==> src/include/dcsl_pkg.sv <==
package dcsl_pkg;

	// ==========================================================
	// Sizes and reset values.
	localparam int unsigned GROUP_COUNT        = 4;
	localparam logic        NEAR_RESET_VALUE   = 1'b1;
	localparam logic        LATCH_RESET_VALUE  = 1'b0;
	localparam int unsigned WARN_SOURCE_COUNT  = 6;

	// ==========================================================
	// Internal warning source positions.
	localparam int unsigned WARN_NO_TIME_SYNC  = 0;
	localparam int unsigned WARN_BOOT_OPERABLE = 1;
	localparam int unsigned WARN_SETTING_ERROR = 2;
	localparam int unsigned WARN_NO_FREQ_SRC   = 3;
	localparam int unsigned WARN_MODE_NOT_NORM = 4;
	localparam int unsigned WARN_SIMULATION    = 5;

	// ==========================================================
	// Status indicator colours.
	typedef enum logic [1:0] {
		DCSL_GREEN,
		DCSL_YELLOW,
		DCSL_RED
	} dcsl_colour_t;

endpackage

==> src/rtl/dcsl_top.sv <==
`timescale 1ns/10ps
// Functional notes
// - Indicator green normal, yellow warning, red error.
// - Internal sources raise the warning condition.
// - User alarm request also raises warning.
// - Composed alarm output follows combined warning.
// - Error drives red indicator and supply output.
// - Button, computer or supervisory command clear latches.
// - User clear request also clears latched indicators.
// - Front ack pulse follows cancel button press.
// - Four groups hold independent near/far state.
// - Near request sets near, far request sets far.
// - Per group near and far outputs.
// - Outside enable gates requests; else touch screen.
// - Constant low and high outputs.
module dcsl_top #(
	parameter int unsigned GROUPS  = dcsl_pkg::GROUP_COUNT,
	parameter int unsigned LATCHES = 8
) (
	// Clock and reset.
	input  wire logic                                   REF_CLK_I,
	input  wire logic                                   RST_N_I,
	// Warning and error sources.
	input  wire logic [dcsl_pkg::WARN_SOURCE_COUNT-1:0] INTERNAL_WARN_I,
	input  wire logic                                   USER_ALARM_REQUEST_I,
	input  wire logic                                   ERROR_CONDITION_I,
	// Latched indicator sources and clear requests.
	input  wire logic [LATCHES-1:0]                     INDICATOR_SET_I,
	input  wire logic                                   CLEAR_BUTTON_I,
	input  wire logic                                   COMPUTER_CLEAR_I,
	input  wire logic                                   SUPERVISORY_CLEAR_I,
	input  wire logic                                   SUPERVISORY_ENABLE_I,
	input  wire logic                                   INDICATOR_CLEAR_REQUEST_I,
	input  wire logic                                   CANCEL_BUTTON_I,
	// Near/far control.
	input  wire logic                                   OUTSIDE_SELECT_ENABLE_I,
	input  wire logic [GROUPS-1:0]                      GROUP_NEAR_REQUEST_I,
	input  wire logic [GROUPS-1:0]                      GROUP_FAR_REQUEST_I,
	input  wire logic [GROUPS-1:0]                      TOUCH_TOGGLE_I,
	// Status outputs.
	output logic      [1:0]                             STATUS_COLOUR_O,
	output logic                                        COMPOSED_ALARM_OUT_O,
	output logic                                        SUPPLY_ERROR_OUT_O,
	output logic      [LATCHES-1:0]                     INDICATOR_LATCH_O,
	output logic                                        FRONT_ACK_PULSE_O,
	output logic      [GROUPS-1:0]                      GROUP_IS_NEAR_O,
	output logic      [GROUPS-1:0]                      GROUP_IS_FAR_O,
	output logic                                        CONST_LOW_O,
	output logic                                        CONST_HIGH_O
);
	import dcsl_pkg::*;

	// ==========================================================
	// Internal signals.

	// Combined warning condition from every warning source.
	logic               warn_d;
	// Any source that clears the latched indicators in this cycle.
	logic               clear_any;
	// Cancel button level of the previous cycle, for edge detection.
	logic               cancel_q;
	// Authority state, one bit per group, high for near.
	logic [GROUPS-1:0]  near_q;
	logic [GROUPS-1:0]  near_d;
	// Indicator colour for the next cycle.
	dcsl_colour_t       colour_d;
	// Latched indicator image for the next cycle.
	logic [LATCHES-1:0] latch_d;

	// ==========================================================
	// Helper functions.

	// Next authority state of one group from the outside requests.
	// Both requests together, or none, leave the state alone, so a
	// fault that raises both lines cannot flip authority.
	function automatic logic outside_next(
		input logic cur,
		input logic near_req,
		input logic far_req
	);
		logic nxt;
		nxt = cur;
		if (near_req && !far_req) begin
			nxt = 1'b1;
		end else if (far_req && !near_req) begin
			nxt = 1'b0;
		end else begin
			nxt = cur;
		end
		return nxt;
	endfunction

	// Next authority state of one group from the touch screen.
	function automatic logic touch_next(
		input logic cur,
		input logic toggle
	);
		logic nxt;
		nxt = cur;
		if (toggle) begin
			nxt = ~cur;
		end
		return nxt;
	endfunction

	// Next latched image. A set in the clearing cycle wins, so an
	// event that arrives together with a clear is never lost.
	function automatic logic [LATCHES-1:0] latch_next(
		input logic [LATCHES-1:0] cur,
		input logic [LATCHES-1:0] set_ev,
		input logic               clr
	);
		logic [LATCHES-1:0] nxt;
		nxt = cur | set_ev;
		if (clr) begin
			nxt = set_ev;
		end else begin
			nxt = cur | set_ev;
		end
		return nxt;
	endfunction

	// ==========================================================
	// Warning and error composition.

	// Internal sources and the user alarm request form one warning.
	assign warn_d = (|INTERNAL_WARN_I) | USER_ALARM_REQUEST_I;

	// Error outranks warning, and warning outranks normal operation.
	always_comb begin
		if (ERROR_CONDITION_I) begin
			colour_d = DCSL_RED;
		end else if (warn_d) begin
			colour_d = DCSL_YELLOW;
		end else begin
			colour_d = DCSL_GREEN;
		end
	end

	// Status indicator colour.
	always_ff @(posedge REF_CLK_I or negedge RST_N_I) begin
		if (!RST_N_I) begin
			STATUS_COLOUR_O <= DCSL_GREEN;
		end else begin
			STATUS_COLOUR_O <= colour_d;
		end
	end

	// Composed alarm output for further logic.
	always_ff @(posedge REF_CLK_I or negedge RST_N_I) begin
		if (!RST_N_I) begin
			COMPOSED_ALARM_OUT_O <= 1'b0;
		end else begin
			COMPOSED_ALARM_OUT_O <= warn_d;
		end
	end

	// Error output of the power supply section.
	always_ff @(posedge REF_CLK_I or negedge RST_N_I) begin
		if (!RST_N_I) begin
			SUPPLY_ERROR_OUT_O <= 1'b0;
		end else begin
			SUPPLY_ERROR_OUT_O <= ERROR_CONDITION_I;
		end
	end

	// ==========================================================
	// Latched indicators.

	// The supervisory clear only counts while that link is configured.
	assign clear_any = CLEAR_BUTTON_I | COMPUTER_CLEAR_I
			| (SUPERVISORY_CLEAR_I & SUPERVISORY_ENABLE_I)
			| INDICATOR_CLEAR_REQUEST_I;

	always_comb begin
		latch_d = latch_next(INDICATOR_LATCH_O, INDICATOR_SET_I, clear_any);
	end

	always_ff @(posedge REF_CLK_I or negedge RST_N_I) begin
		if (!RST_N_I) begin
			INDICATOR_LATCH_O <= {LATCHES{LATCH_RESET_VALUE}};
		end else begin
			INDICATOR_LATCH_O <= latch_d;
		end
	end

	// ==========================================================
	// Front acknowledge.

	// The previous level resets to released, the idle level of the
	// button, so no false press follows reset.
	always_ff @(posedge REF_CLK_I or negedge RST_N_I) begin
		if (!RST_N_I) begin
			cancel_q <= 1'b0;
		end else begin
			cancel_q <= CANCEL_BUTTON_I;
		end
	end

	// One pulse on each press edge, however long the button is held.
	always_ff @(posedge REF_CLK_I or negedge RST_N_I) begin
		if (!RST_N_I) begin
			FRONT_ACK_PULSE_O <= 1'b0;
		end else begin
			FRONT_ACK_PULSE_O <= CANCEL_BUTTON_I & ~cancel_q;
		end
	end

	// ==========================================================
	// Near/far authority per group.

	// The setting picks the only source that may move authority.
	always_comb begin
		near_d = near_q;
		for (int g = 0; g < GROUPS; g++) begin
			if (OUTSIDE_SELECT_ENABLE_I) begin
				near_d[g] = outside_next(near_q[g], GROUP_NEAR_REQUEST_I[g], GROUP_FAR_REQUEST_I[g]);
			end else begin
				near_d[g] = touch_next(near_q[g], TOUCH_TOGGLE_I[g]);
			end
		end
	end

	always_ff @(posedge REF_CLK_I or negedge RST_N_I) begin
		if (!RST_N_I) begin
			near_q <= {GROUPS{NEAR_RESET_VALUE}};
		end else begin
			near_q <= near_d;
		end
	end

	// Near outputs.
	always_ff @(posedge REF_CLK_I or negedge RST_N_I) begin
		if (!RST_N_I) begin
			GROUP_IS_NEAR_O <= {GROUPS{NEAR_RESET_VALUE}};
		end else begin
			GROUP_IS_NEAR_O <= near_q;
		end
	end

	// Far outputs, always the complement of the near outputs.
	always_ff @(posedge REF_CLK_I or negedge RST_N_I) begin
		if (!RST_N_I) begin
			GROUP_IS_FAR_O <= {GROUPS{~NEAR_RESET_VALUE}};
		end else begin
			GROUP_IS_FAR_O <= ~near_q;
		end
	end

	// ==========================================================
	// Constant outputs.

	// Constant low output.
	always_ff @(posedge REF_CLK_I or negedge RST_N_I) begin
		if (!RST_N_I) begin
			CONST_LOW_O <= 1'b0;
		end else begin
			CONST_LOW_O <= 1'b0;
		end
	end

	// Constant high output.
	always_ff @(posedge REF_CLK_I or negedge RST_N_I) begin
		if (!RST_N_I) begin
			CONST_HIGH_O <= 1'b1;
		end else begin
			CONST_HIGH_O <= 1'b1;
		end
	end

endmodule

==> config.mk <==
export PLATFORM = sky130hd
export DESIGN_NAME = dcsl_top
export DESIGN_NICKNAME = d
export VERILOG_FILES = /design/src/include/dcsl_pkg.sv /design/src/rtl/dcsl_top.sv
export SDC_FILE = /design/constraint.sdc
export NUM_CORES = 1
export LEC_CHECK = 0
export BUFFER_PORTS_ARGS = -buffer_cell sky130_fd_sc_hd__buf_4
export CORE_UTILIZATION = 43
export DETAILED_ROUTE_END_ITERATION = 8
export PLACE_DENSITY = 0.91
export REMOVE_ABC_BUFFERS = 1
export SLEW_MARGIN = 30
export SYNTH_ARGS = -nofsm -noshare
export SYNTH_HDL_FRONTEND = slang
export SYNTH_SLANG_ARGS = --single-unit
==> constraint.sdc <==
create_clock -name REF_CLK_I -period 2.3 [get_ports REF_CLK_I]
set_clock_uncertainty 0.15 [all_clocks]
set_input_delay 0.345 -clock REF_CLK_I [delete_from_list [all_inputs] [get_ports REF_CLK_I]]
set_output_delay 0.345 -clock REF_CLK_I [all_outputs]
set_load 0.005 [all_outputs]
-- Yosys cells after proc, flatten, opt, wreduce, memory -nomap -nowiden
Index checks and enable logic that the tools add are counted.
- bits in registers: 26
- input port bits: 37
- output and inout port bits: 23
- word-level logic and storage cells: 73
- equal/unequal tests: 4
- multiplexer cells: 19
- bitwise logic cells: 13
- reduce and logical (&&, ||, !) cells: 25
- operators by type and width (operator ; count):
    1-bit two-way mux ; 17
    3-bit by 1-bit != test with 1-bit output, second input constant ; 4
    1-bit logical AND ; 8
    1-bit logical NOT ; 8
    8-bit two-way mux ; 1
    8-bit bitwise OR ; 1
    2-bit AND reduction ; 4
    2-bit nonzero test ; 4
    6-bit OR reduction ; 1
    1-bit inverter ; 5
    4-bit inverter ; 1
    1-bit bitwise OR ; 4
    1-bit AND ; 2
    2-bit two-way mux ; 1

-- Depth between registers and ports, before layout
Gate-level depths: netlist of run 1.
- depth in word-level cells: 5
- mapped depth: 3
- depth with buffers taken out: 3

-- Least setup slack after synthesis of run 1
No wires, ideal clock.
- path type: input to register
- start point: in SUPERVISORY_CLEAR_I
- end point: reg INDICATOR_LATCH_O[0]
- setup time: 0.065 ns
- arrival: 0.979 ns
- data required time: 2.085 ns
- setup slack: 1.106 ns
- stages on the path: 2
- cells stage by stage: a2111oi_4 -> a21o_1
- word-level cells in the longest chain between the ends: 4
- RTL lines (element ; line ; text):
    start: declaration ; dcsl_top.sv:31 ; input wire logic SUPERVISORY_CLEAR_I,
    1-bit AND ; dcsl_top.sv:172 ; | (SUPERVISORY_CLEAR_I & SUPERVISORY_ENABLE_I)
    1-bit bitwise OR ; dcsl_top.sv:172 ;
    1-bit bitwise OR ; dcsl_top.sv:173 ; | INDICATOR_CLEAR_REQUEST_I;
    8-bit two-way mux ; dcsl_top.sv:115 ; if (clr) begin
    named net latch_d[0] ; dcsl_top.sv:68 ; logic [LATCHES-1:0] latch_d;
    end signal: assignment ; dcsl_top.sv:181 ; INDICATOR_LATCH_O <= {LATCHES{LATCH_RESET_VALUE}};
    end signal: assignment ; dcsl_top.sv:183 ; INDICATOR_LATCH_O <= latch_d;
    end: declaration ; dcsl_top.sv:44 ; output logic [LATCHES-1:0] INDICATOR_LATCH_O,
The timed path passes the listed nets, and every way through them passes these cells.
A chain may end at the register's enable or synchronous reset.

-- Worst setup path in the final report of run 1
- start point: reg GROUP_IS_NEAR_O[3]
- end point: out GROUP_IS_NEAR_O[3]
- RTL lines (element ; line ; text):
    start: declaration ; dcsl_top.sv:46 ; output logic [GROUPS-1:0] GROUP_IS_NEAR_O,
    start signal: assignment ; dcsl_top.sv:235 ; GROUP_IS_NEAR_O <= {GROUPS{NEAR_RESET_VALUE}};
    start signal: assignment ; dcsl_top.sv:237 ; GROUP_IS_NEAR_O <= near_q;
No word-level cell between the ends.

==> flow_summary.ini, run 1 <==
[detailed_routing]
drc_errors = 0
route.vias.total = 715
detailedRoute.firstPassIterationCount = 3
wl_per_cell_um = 12.2
ant_nets = 0
drt-total-wl_um = 1900
drtIter0Drc = 10
vias_per_cell = 4.58

[global_route]
antenna_found_initial = 0
grt_max_degree = 26
grt_pass1_vias = 662
track_usage = 0.186
met1_usage = 0.175
use_met2 = 0.341
overflow = 0
grt_pass1_wl_um = 2790
use_met3 = 0.0453
gr-max-usage-layer = met2

[floorplan]
initial_core_util = 0.459
die_x_um = 48.0
dieArea_mm2 = 0.00230
rows = 16
coreArea_mm2 = 0.00198
io-pin-count = 60
fp.dieH_um = 48.0

[logic_synthesis]
yosysUniqueCellTypes = 15
yosysTopAreaCell = dfrtp_1
synthArstFlopShare = 1.00
ys.flop_type = dfrtp_1
yosys_warnings = 0
synth.area.top_cells = dfrtp_1 (47%), dfstp_2 (23%), a21o_1 (6.6%)
synthMostInstantiatedCell = dfrtp_1
avgSynthCellArea_um2 = 13.4
synthTopCellsByCount = dfrtp_1 (17), a21o_1 (8), dfstp_2 (8), inv_1 (8), a21oi_1 (5)
synth_edf_count = 0
synthCells = 68
ys_seq_elements = 25
synth.cell_area_um2 = 910
synth_top_cell_area_share = 0.468
yosysSeqAreaShare = 0.699

[place]
globalplace.congestion = 0.695
io_buffers = 57
dp_slack_ns = 0.864

[final_layout]
drive_gt1_frac = 0.535
layout.filler_cells = 140
area_growth_pct = 54.5
nets = 167
multi_input_area_um2 = 221
seq_area_um2 = 636
antenna_cells = 0

[clocking]
cts_tree = done
clkLatencyLatePin_ns = 0.29
path_clk_slew_ns = 0.12
numCtsBuffers = 3
clockRootBuffer = clkbuf_4
htreeDepth = 1
clock_sinks = 25
clock_path_buffers = 2
ctsResizeCount = 0

[min_path]
hold_path_startpoint = INDICATOR_SET_I[4]
hp-class = input pin to flip-flop

[run_status]
status = finished, final reports clean

[worst_setup_path]
cp.required_ns = 1.80
ff2ff_setup_slack_ns = 1.27
crit_buf_inv = 1
critPathTopFamily = flip-flops
path_cells = buf_4
crit_arrival_ns = 0.93
critPathKind = flip-flop to output port
rr_startpoint = near_q[2]
crit_path_start = GROUP_IS_NEAR_O[3]
cpMaxStageDelayCell = dfstp_2
endpoint_kind = output port
critPathLaunchType = flip-flop
critPathMaxStageDelay_ns = 0.53
crit_fanout = 1

[sta]
finalSetupViolCount = 0
period_share = 0.621
worstMarginPinSlew_ns = 0.514
worst_slack_ns = 0.872
timing.final.crit_period_ns = 1.43
rsz0062_at_grt = no
relSlewSlack = 0.657
hold_violations = 0
final_max_slew_viol_count = 0
timing.setup.tns_ns = 0
fmax_ghz = 0.700

[pwr]
powerDensity_mw_per_mm2 = 642
p_leak_nw = 0.710
ir_worst_vdd_v = 0.000367
total_power_mw = 0.902

[run]
drv_cap = 0
## final timing paths
| path | end | depth (start not counted) |
|---|---|---|
| worst min register to register | GROUP_IS_NEAR_O[2] | 0 |
| worst min-delay path | INDICATOR_LATCH_O[4] | 2 |
| worst max register to register | near_q[2] | 2 |
| min in group asynchronous | FRONT_ACK_PULSE_O | 2 |
| worst max-delay path | GROUP_IS_NEAR_O[3] | 1 |
| max in group asynchronous | near_q[0] | 2 |
## final cells by class
class                      count  area share
clock buffer                   4      0.0187
inverter                       8      0.0214
multi-input combinational     32       0.158
sequential                    25       0.452
tap                           27      0.0240
timing repair buffer          60       0.326
## cells in the final DEF, fill, tap and decap left out, drive strengths merged
cell type     n
a2111oi       1
a21o          8
a21oi         5
buf          57
clkbuf        4
conb          2
dfrtp        17
dfstp         8
dlygate4sd3   3
inv           8
nand2         1
nor2b         1
nor3          1
nor4          1
o21ai         4
o22ai         4
xnor2         4
## state kept, by name, summed over array words and instances (netlist names)
name and flops:
FRONT_ACK_PULSE_O 1, GROUP_IS_FAR_O 4, COMPOSED_ALARM_OUT_O 1, GROUP_IS_NEAR_O 4, STATUS_COLOUR_O 2, near_q 4
INDICATOR_LATCH_O 8, cancel_q 1
## routing by layer
| metal | up-vias | part of all wire |
|---|---|---|
| met5 | - | 0 |
| met4 | 0 | 0.037 |
| met3 | 6 | 0.12 |
| met2 | 51 | 0.49 |
| met1 | 314 | 0.35 |
| li1 | 344 | - |
## repair_timing
action | 4_1_cts | 5_1_grt
buffers inserted | 0 | 0
hold buffers | 3 | 0
endpoints found under the hold margin | 19 | 0
## through the flow
stage / hold slack [ns] / instances / instance area [µm²] / util
after floorplan: -0.101 / 65 / 887 / -
after global placement: 0.101 / 149 / 1350 / 0.681
after detailed placement: 0.106 / 149 / 1350 / 0.681
after CTS: 0.0557 / 156 / 1410 / 0.709
after global routing: 0.0460 / 156 / 1410 / 0.709
final: 0.0682 / 156 / 1410 / 0.709
## kinds of logic (layout without fill, tap and decap cells)
kind of cell | count (synthesis) | after routing | synth area share
xor+xnor | 4 | 4 | 0.0385
compound gates | 22 | 22 | 0.173
other cells | 2 | 2 | 0.00826
buf+inv | 11 | 72 | 0.0578
flops | 25 | 25 | 0.699
simple gates | 4 | 4 | 0.0234
## where the power goes
group	total (mW)	internal, mW	switching [mW]	leakage, nW
combinational	0.184	0.118	0.0660	0.417
sequential	0.538	0.510	0.0281	0.277
clock	0.180	0.0675	0.112	0.0150
Note: power is estimated with default switching activity, not from simulation.
==> inputs of run 2 (changes only) <==
- CORE_UTILIZATION: 43 -> 36
- PLACE_DENSITY: 0.91 -> 0.82
- clock period: 2.3 -> 1.15 ns (I/O delays scaled with it)
==> run 2 against run 1 <==
Compared with the run above:
- the run now ends with negative hold slack, negative setup slack left
- final area grew 20%
- die area grew 19%
- via count grew 14%
- routed wire length grew 43%
- cell count grew 14%
- sequential share of layout area shrank 7.6 points
- first-iteration DRC count is the same
- clock-buffer cell count shrank 1
- sequential cell count is the same
- clock power grew 130%
- largest cell class is now non-clock buffers
- largest power group unchanged
==> flow_summary.ini, run 2 (same netlist as run 1, synthesis figures left out) <==
[detailed_routing]
route.vias.total = 815
drt-total-wl_um = 2710
detailedRoute.firstPassIterationCount = 2
wl_per_cell_um = 15.2
vias_per_cell = 4.58
drtIter0Drc = 10
ant_nets = 0
drc_errors = 0

[final_layout]
nets = 188
area_growth_pct = 85.7
drive_gt1_frac = 0.520
final_cells = 178
antenna_cells = 0
layout_common_cells = buf_4 (43), buf_6 (21), dfrtp_1 (17), dlygate4sd3_1 (17)
top_register = INDICATOR_LATCH_O
layout_commonest_cell = buf_4
final_util = 0.735
largest_reg_flops = 8

[floorplan]
rows = 17
fp.dieH_um = 52.3
dieArea_mm2 = 0.00273
die_x_um = 52.3
initial_core_util = 0.396
coreArea_mm2 = 0.00230
io-pin-count = 60

[global_route]
grt_pass1_vias = 825
grt_pass1_wl_um = 3880
overflow = 0
track_usage = 0.206
antenna_found_initial = 0
grt_max_degree = 26

[run_status]
violations = negative hold slack, negative setup slack
status = finished with violations

[clocking]
clock_sinks = 25
path_clk_slew_ns = 0.14
postCtsHoldBufs = 17
htreeDepth = 1
cts_tree = done
clkLatencyLatePin_ns = 0.32
clock_path_buffers = 2
clockRootBuffer = clkbuf_4
numCtsBuffers = 3

[place]
place_inst = 151
globalplace.congestion = 0.608
dpl.hpwl_um = 1400
io_buffers = 57

[sta]
whs_ns = -0.104
worst_slack_ns = -0.151
hold_violations = 2
rsz0062_at_grt = yes
finalSetupViolCount = 21
period_share = 1.13
fmax_ghz = 0.769
timing.final.crit_period_ns = 1.30
final_max_slew_viol_count = 0

[pwr]
p_leak_nw = 0.833
powerDensity_mw_per_mm2 = 1190
ir_worst_vdd_v = 0.000842

[run]
drv_cap = 0

[worst_setup_path]
critPathMaxStageDelay_ns = 0.56
cpMaxStageDelayCell = dfstp_2
critPathTopFamily = flip-flops
endpoint_kind = output port
path_cells = buf_6
r2r_end = INDICATOR_LATCH_O[5]
crit_buf_inv = 1
rr_startpoint = INDICATOR_LATCH_O[5]
crit_cells = 1
worstSetupEndpoint = GROUP_IS_NEAR_O[1]
crit_arrival_ns = 0.98
r2r_cells = 3
ff2ff_setup_slack_ns = 0.06
crit_path_start = GROUP_IS_NEAR_O[1]
critPathKind = flip-flop to output port
cp.required_ns = 0.83
critPathLaunchType = flip-flop
crit_fanout = 1

[min_path]
hp-class = input pin to flip-flop
hold_depth = 3
[run 2: cell count changes in the layout (fill, tap and decap cells not counted), sizes merged]
cell / delta
inv: +1
dlygate4sd3: +14
clkbuf: -1
buf: +7
[run 2: layout make-up]
class / count / area (µm²)
inverters: 8 / 30.0
flip-flops and latches: 25 / 636
multi-input cells: 32 / 228
clock inverters: 1 / 8.76
well taps: 28 / 35.0
clock buffers: 3 / 22.5
repair buffers: 81 / 729
fillers: 148 / 608
[run 2: power breakdown]
part,internal [mW],switching [mW],total [mW]
logic,0.330,0.163,0.493
registers,1.02,0.0809,1.10
clock network,0.141,0.269,0.411
total,1.49,0.513,2.01
[run 2: worst min path at each step]
stage	slack, ns	start	endpoint
5_1_grt	-0.13	INTERNAL_WARN_I[3]	COMPOSED_ALARM_OUT_O
4_1_cts	-0.11	INTERNAL_WARN_I[1]	COMPOSED_ALARM_OUT_O
3_5_place_dp	-0.07	RST_N_I	STATUS_COLOUR_O[0]
2_1_floorplan	-0.27	RST_N_I	COMPOSED_ALARM_OUT_O
6_report	-0.10	INTERNAL_WARN_I[1]	COMPOSED_ALARM_OUT_O
3_3_place_gp	-0.07	RST_N_I	FRONT_ACK_PULSE_O
[run 2: what timing repair did]
| action | in CTS | in global routing |
|---|---|---|
| hold endpoints to repair | 42 | 2 |
| setup endpoints to repair | 20 | 23 |
| setup buffers | 2 | 4 |
| gates resized for setup | 20 | 2 |
[run 2: metal layers]
metal  wire length, µm  vias to the layer above  global-route usage
met5                 0                        -                   0
met4                84                        0               0.110
met3               256                        8              0.0551
met2              1280                       49               0.361
met1              1090                      373               0.226
li1                  -                      385                   -
[run 2: per-stage QoR]
step           worst slack (ns)  power (mW)  hold slack (ns)  cell area (µm²)  setup TNS (ns)
2_1_floorplan             0.129        1.19           -0.273              887               0
3_3_place_gp             0.0276        1.44          -0.0696             1360               0
3_5_place_dp           -0.00529        1.46          -0.0672             1360         -0.0230
4_1_cts                  -0.136        1.96           -0.110             1650          -0.936
5_1_grt                  -0.203        2.11           -0.131             1690           -2.05
6_report                 -0.151        2.01           -0.104             1690           -1.05
==> inputs of run 3 (changes only) <==
- MAX_ROUTING_LAYER: not set -> met4
==> run 3 against run 2 <==
Compared with the run above:
- the run still ends with negative hold slack, negative setup slack left
- routed wire length down 0.22%
- utilization unchanged
- sequential power about the same
- critical path depth unchanged
- largest power group unchanged
- highest routed layer unchanged
==> flow_summary.ini, run 3 (same netlist as run 1, synthesis figures left out) <==
[worst_setup_path]
path_cells = buf_6
cpMaxStageDelayCell = dfstp_2
cp.required_ns = 0.83
crit_fanout = 1
critPathLaunchType = flip-flop
endpoint_kind = output port
critPathKind = flip-flop to output port
crit_buf_inv = 1
critPathTopFamily = flip-flops
critPathMaxStageDelay_ns = 0.56
crit_arrival_ns = 0.97

[final_layout]
nets = 188
antenna_cells = 0
layout_commonest_cell = buf_4
multi_input_area_um2 = 228
final_cells = 178
seq_area_um2 = 636
final_util = 0.735
area_growth_pct = 85.7
layout_common_cells = buf_4 (43), buf_6 (21), dfrtp_1 (17), dlygate4sd3_1 (17)
layout.filler_cells = 148
top_register = INDICATOR_LATCH_O
largest_reg_flops = 8
drive_gt1_frac = 0.520

[floorplan]
fp.dieH_um = 52.3
rows = 17
initial_core_util = 0.396
io-pin-count = 60
coreArea_mm2 = 0.00230
die_x_um = 52.3
dieArea_mm2 = 0.00273

[detailed_routing]
wl_per_cell_um = 15.2
detailedRoute.firstPassIterationCount = 4
vias_per_cell = 4.59
drtIter0Drc = 12
ant_nets = 0
route.vias.total = 817
drt-total-wl_um = 2700
drc_errors = 0

[run]
drv_cap = 0

[clocking]
htreeDepth = 1
clkLatencyLatePin_ns = 0.32
cts_tree = done
postCtsHoldBufs = 17
numCtsBuffers = 3
clock_sinks = 25
clockRootBuffer = clkbuf_4
path_clk_slew_ns = 0.15
clock_path_buffers = 2

[sta]
worst_slack_ns = -0.146
timing.final.crit_period_ns = 1.30
whs_ns = -0.111
fmax_ghz = 0.772
final_max_slew_viol_count = 0
rsz0062_at_grt = yes
finalSetupViolCount = 20
period_share = 1.13
hold_violations = 2

[global_route]
grt_pass1_vias = 821
grt_max_degree = 26
grt_pass1_wl_um = 3880
overflow = 0
antenna_found_initial = 0
track_usage = 0.212

[place]
dpl.hpwl_um = 1400
place_inst = 151
io_buffers = 57
globalplace.congestion = 0.612

[run_status]
violations = negative hold slack, negative setup slack
status = finished with violations

[min_path]
hp-class = input pin to flip-flop

[pwr]
powerDensity_mw_per_mm2 = 1190
ir_worst_vdd_v = 0.000833
p_leak_nw = 0.833
run 3: cell counts in the layout (fill, tap and decap cells not counted):
Identical to the previous run, type by type.
run 3: worst paths after layout:
path                                       from              endpoint  depth (start not counted)  slack [ns]
setup / recovery             GROUP_IS_NEAR_O[1]    GROUP_IS_NEAR_O[1]                          1       -0.15
hold / removal               INTERNAL_WARN_I[1]  COMPOSED_ALARM_OUT_O                          3       -0.11
setup reg to reg           INDICATOR_LATCH_O[5]  INDICATOR_LATCH_O[5]                          3        0.06
hold reg to reg                       near_q[1]    GROUP_IS_NEAR_O[1]                          0        0.25
max in group asynchronous               RST_N_I    GROUP_IS_NEAR_O[2]                          2        0.44
min in group asynchronous               RST_N_I  COMPOSED_ALARM_OUT_O                          2        0.11
run 3: layout make-up:
class,count,area share
timing repair buffer,81,0.432
sequential,25,0.376
multi-input combinational,32,0.135
tap,28,0.0207
inverter,8,0.0178
clock buffer,3,0.0133
clock inverter,1,0.00519
run 3: repair_timing:
action / in CTS / in global routing
resized for setup: 20 / 2
endpoints found under the hold margin: 42 / 2
endpoints found under the setup margin: 20 / 23
setup buffers: 2 / 4
run 3: metrics by stage:
step           power, mW  hold slack (ns)  setup TNS (ns)  area (µm²)  setup WS [ns]
2_1_floorplan       1.19           -0.273               0         887          0.129
3_3_place_gp        1.44          -0.0696               0        1360         0.0276
3_5_place_dp        1.46          -0.0672         -0.0230        1360       -0.00529
4_1_cts             1.96           -0.110          -0.936        1650         -0.136
5_1_grt             2.11           -0.131           -2.05        1690         -0.203
6_report            2.01           -0.111           -1.11        1690         -0.146
run 3: metal layers:
layer,share of wire,GRT usage
met1,0.41,0.226
met2,0.47,0.361
met3,0.090,0.0551
met4,0.031,0.110
met5,0,-
run 3: power by group:
part / switching (mW) / total [mW] / internal (mW)
combinational: 0.163 / 0.493 / 0.330
sequential: 0.0815 / 1.10 / 1.02
clock: 0.270 / 0.412 / 0.141
total: 0.515 / 2.01 / 1.49
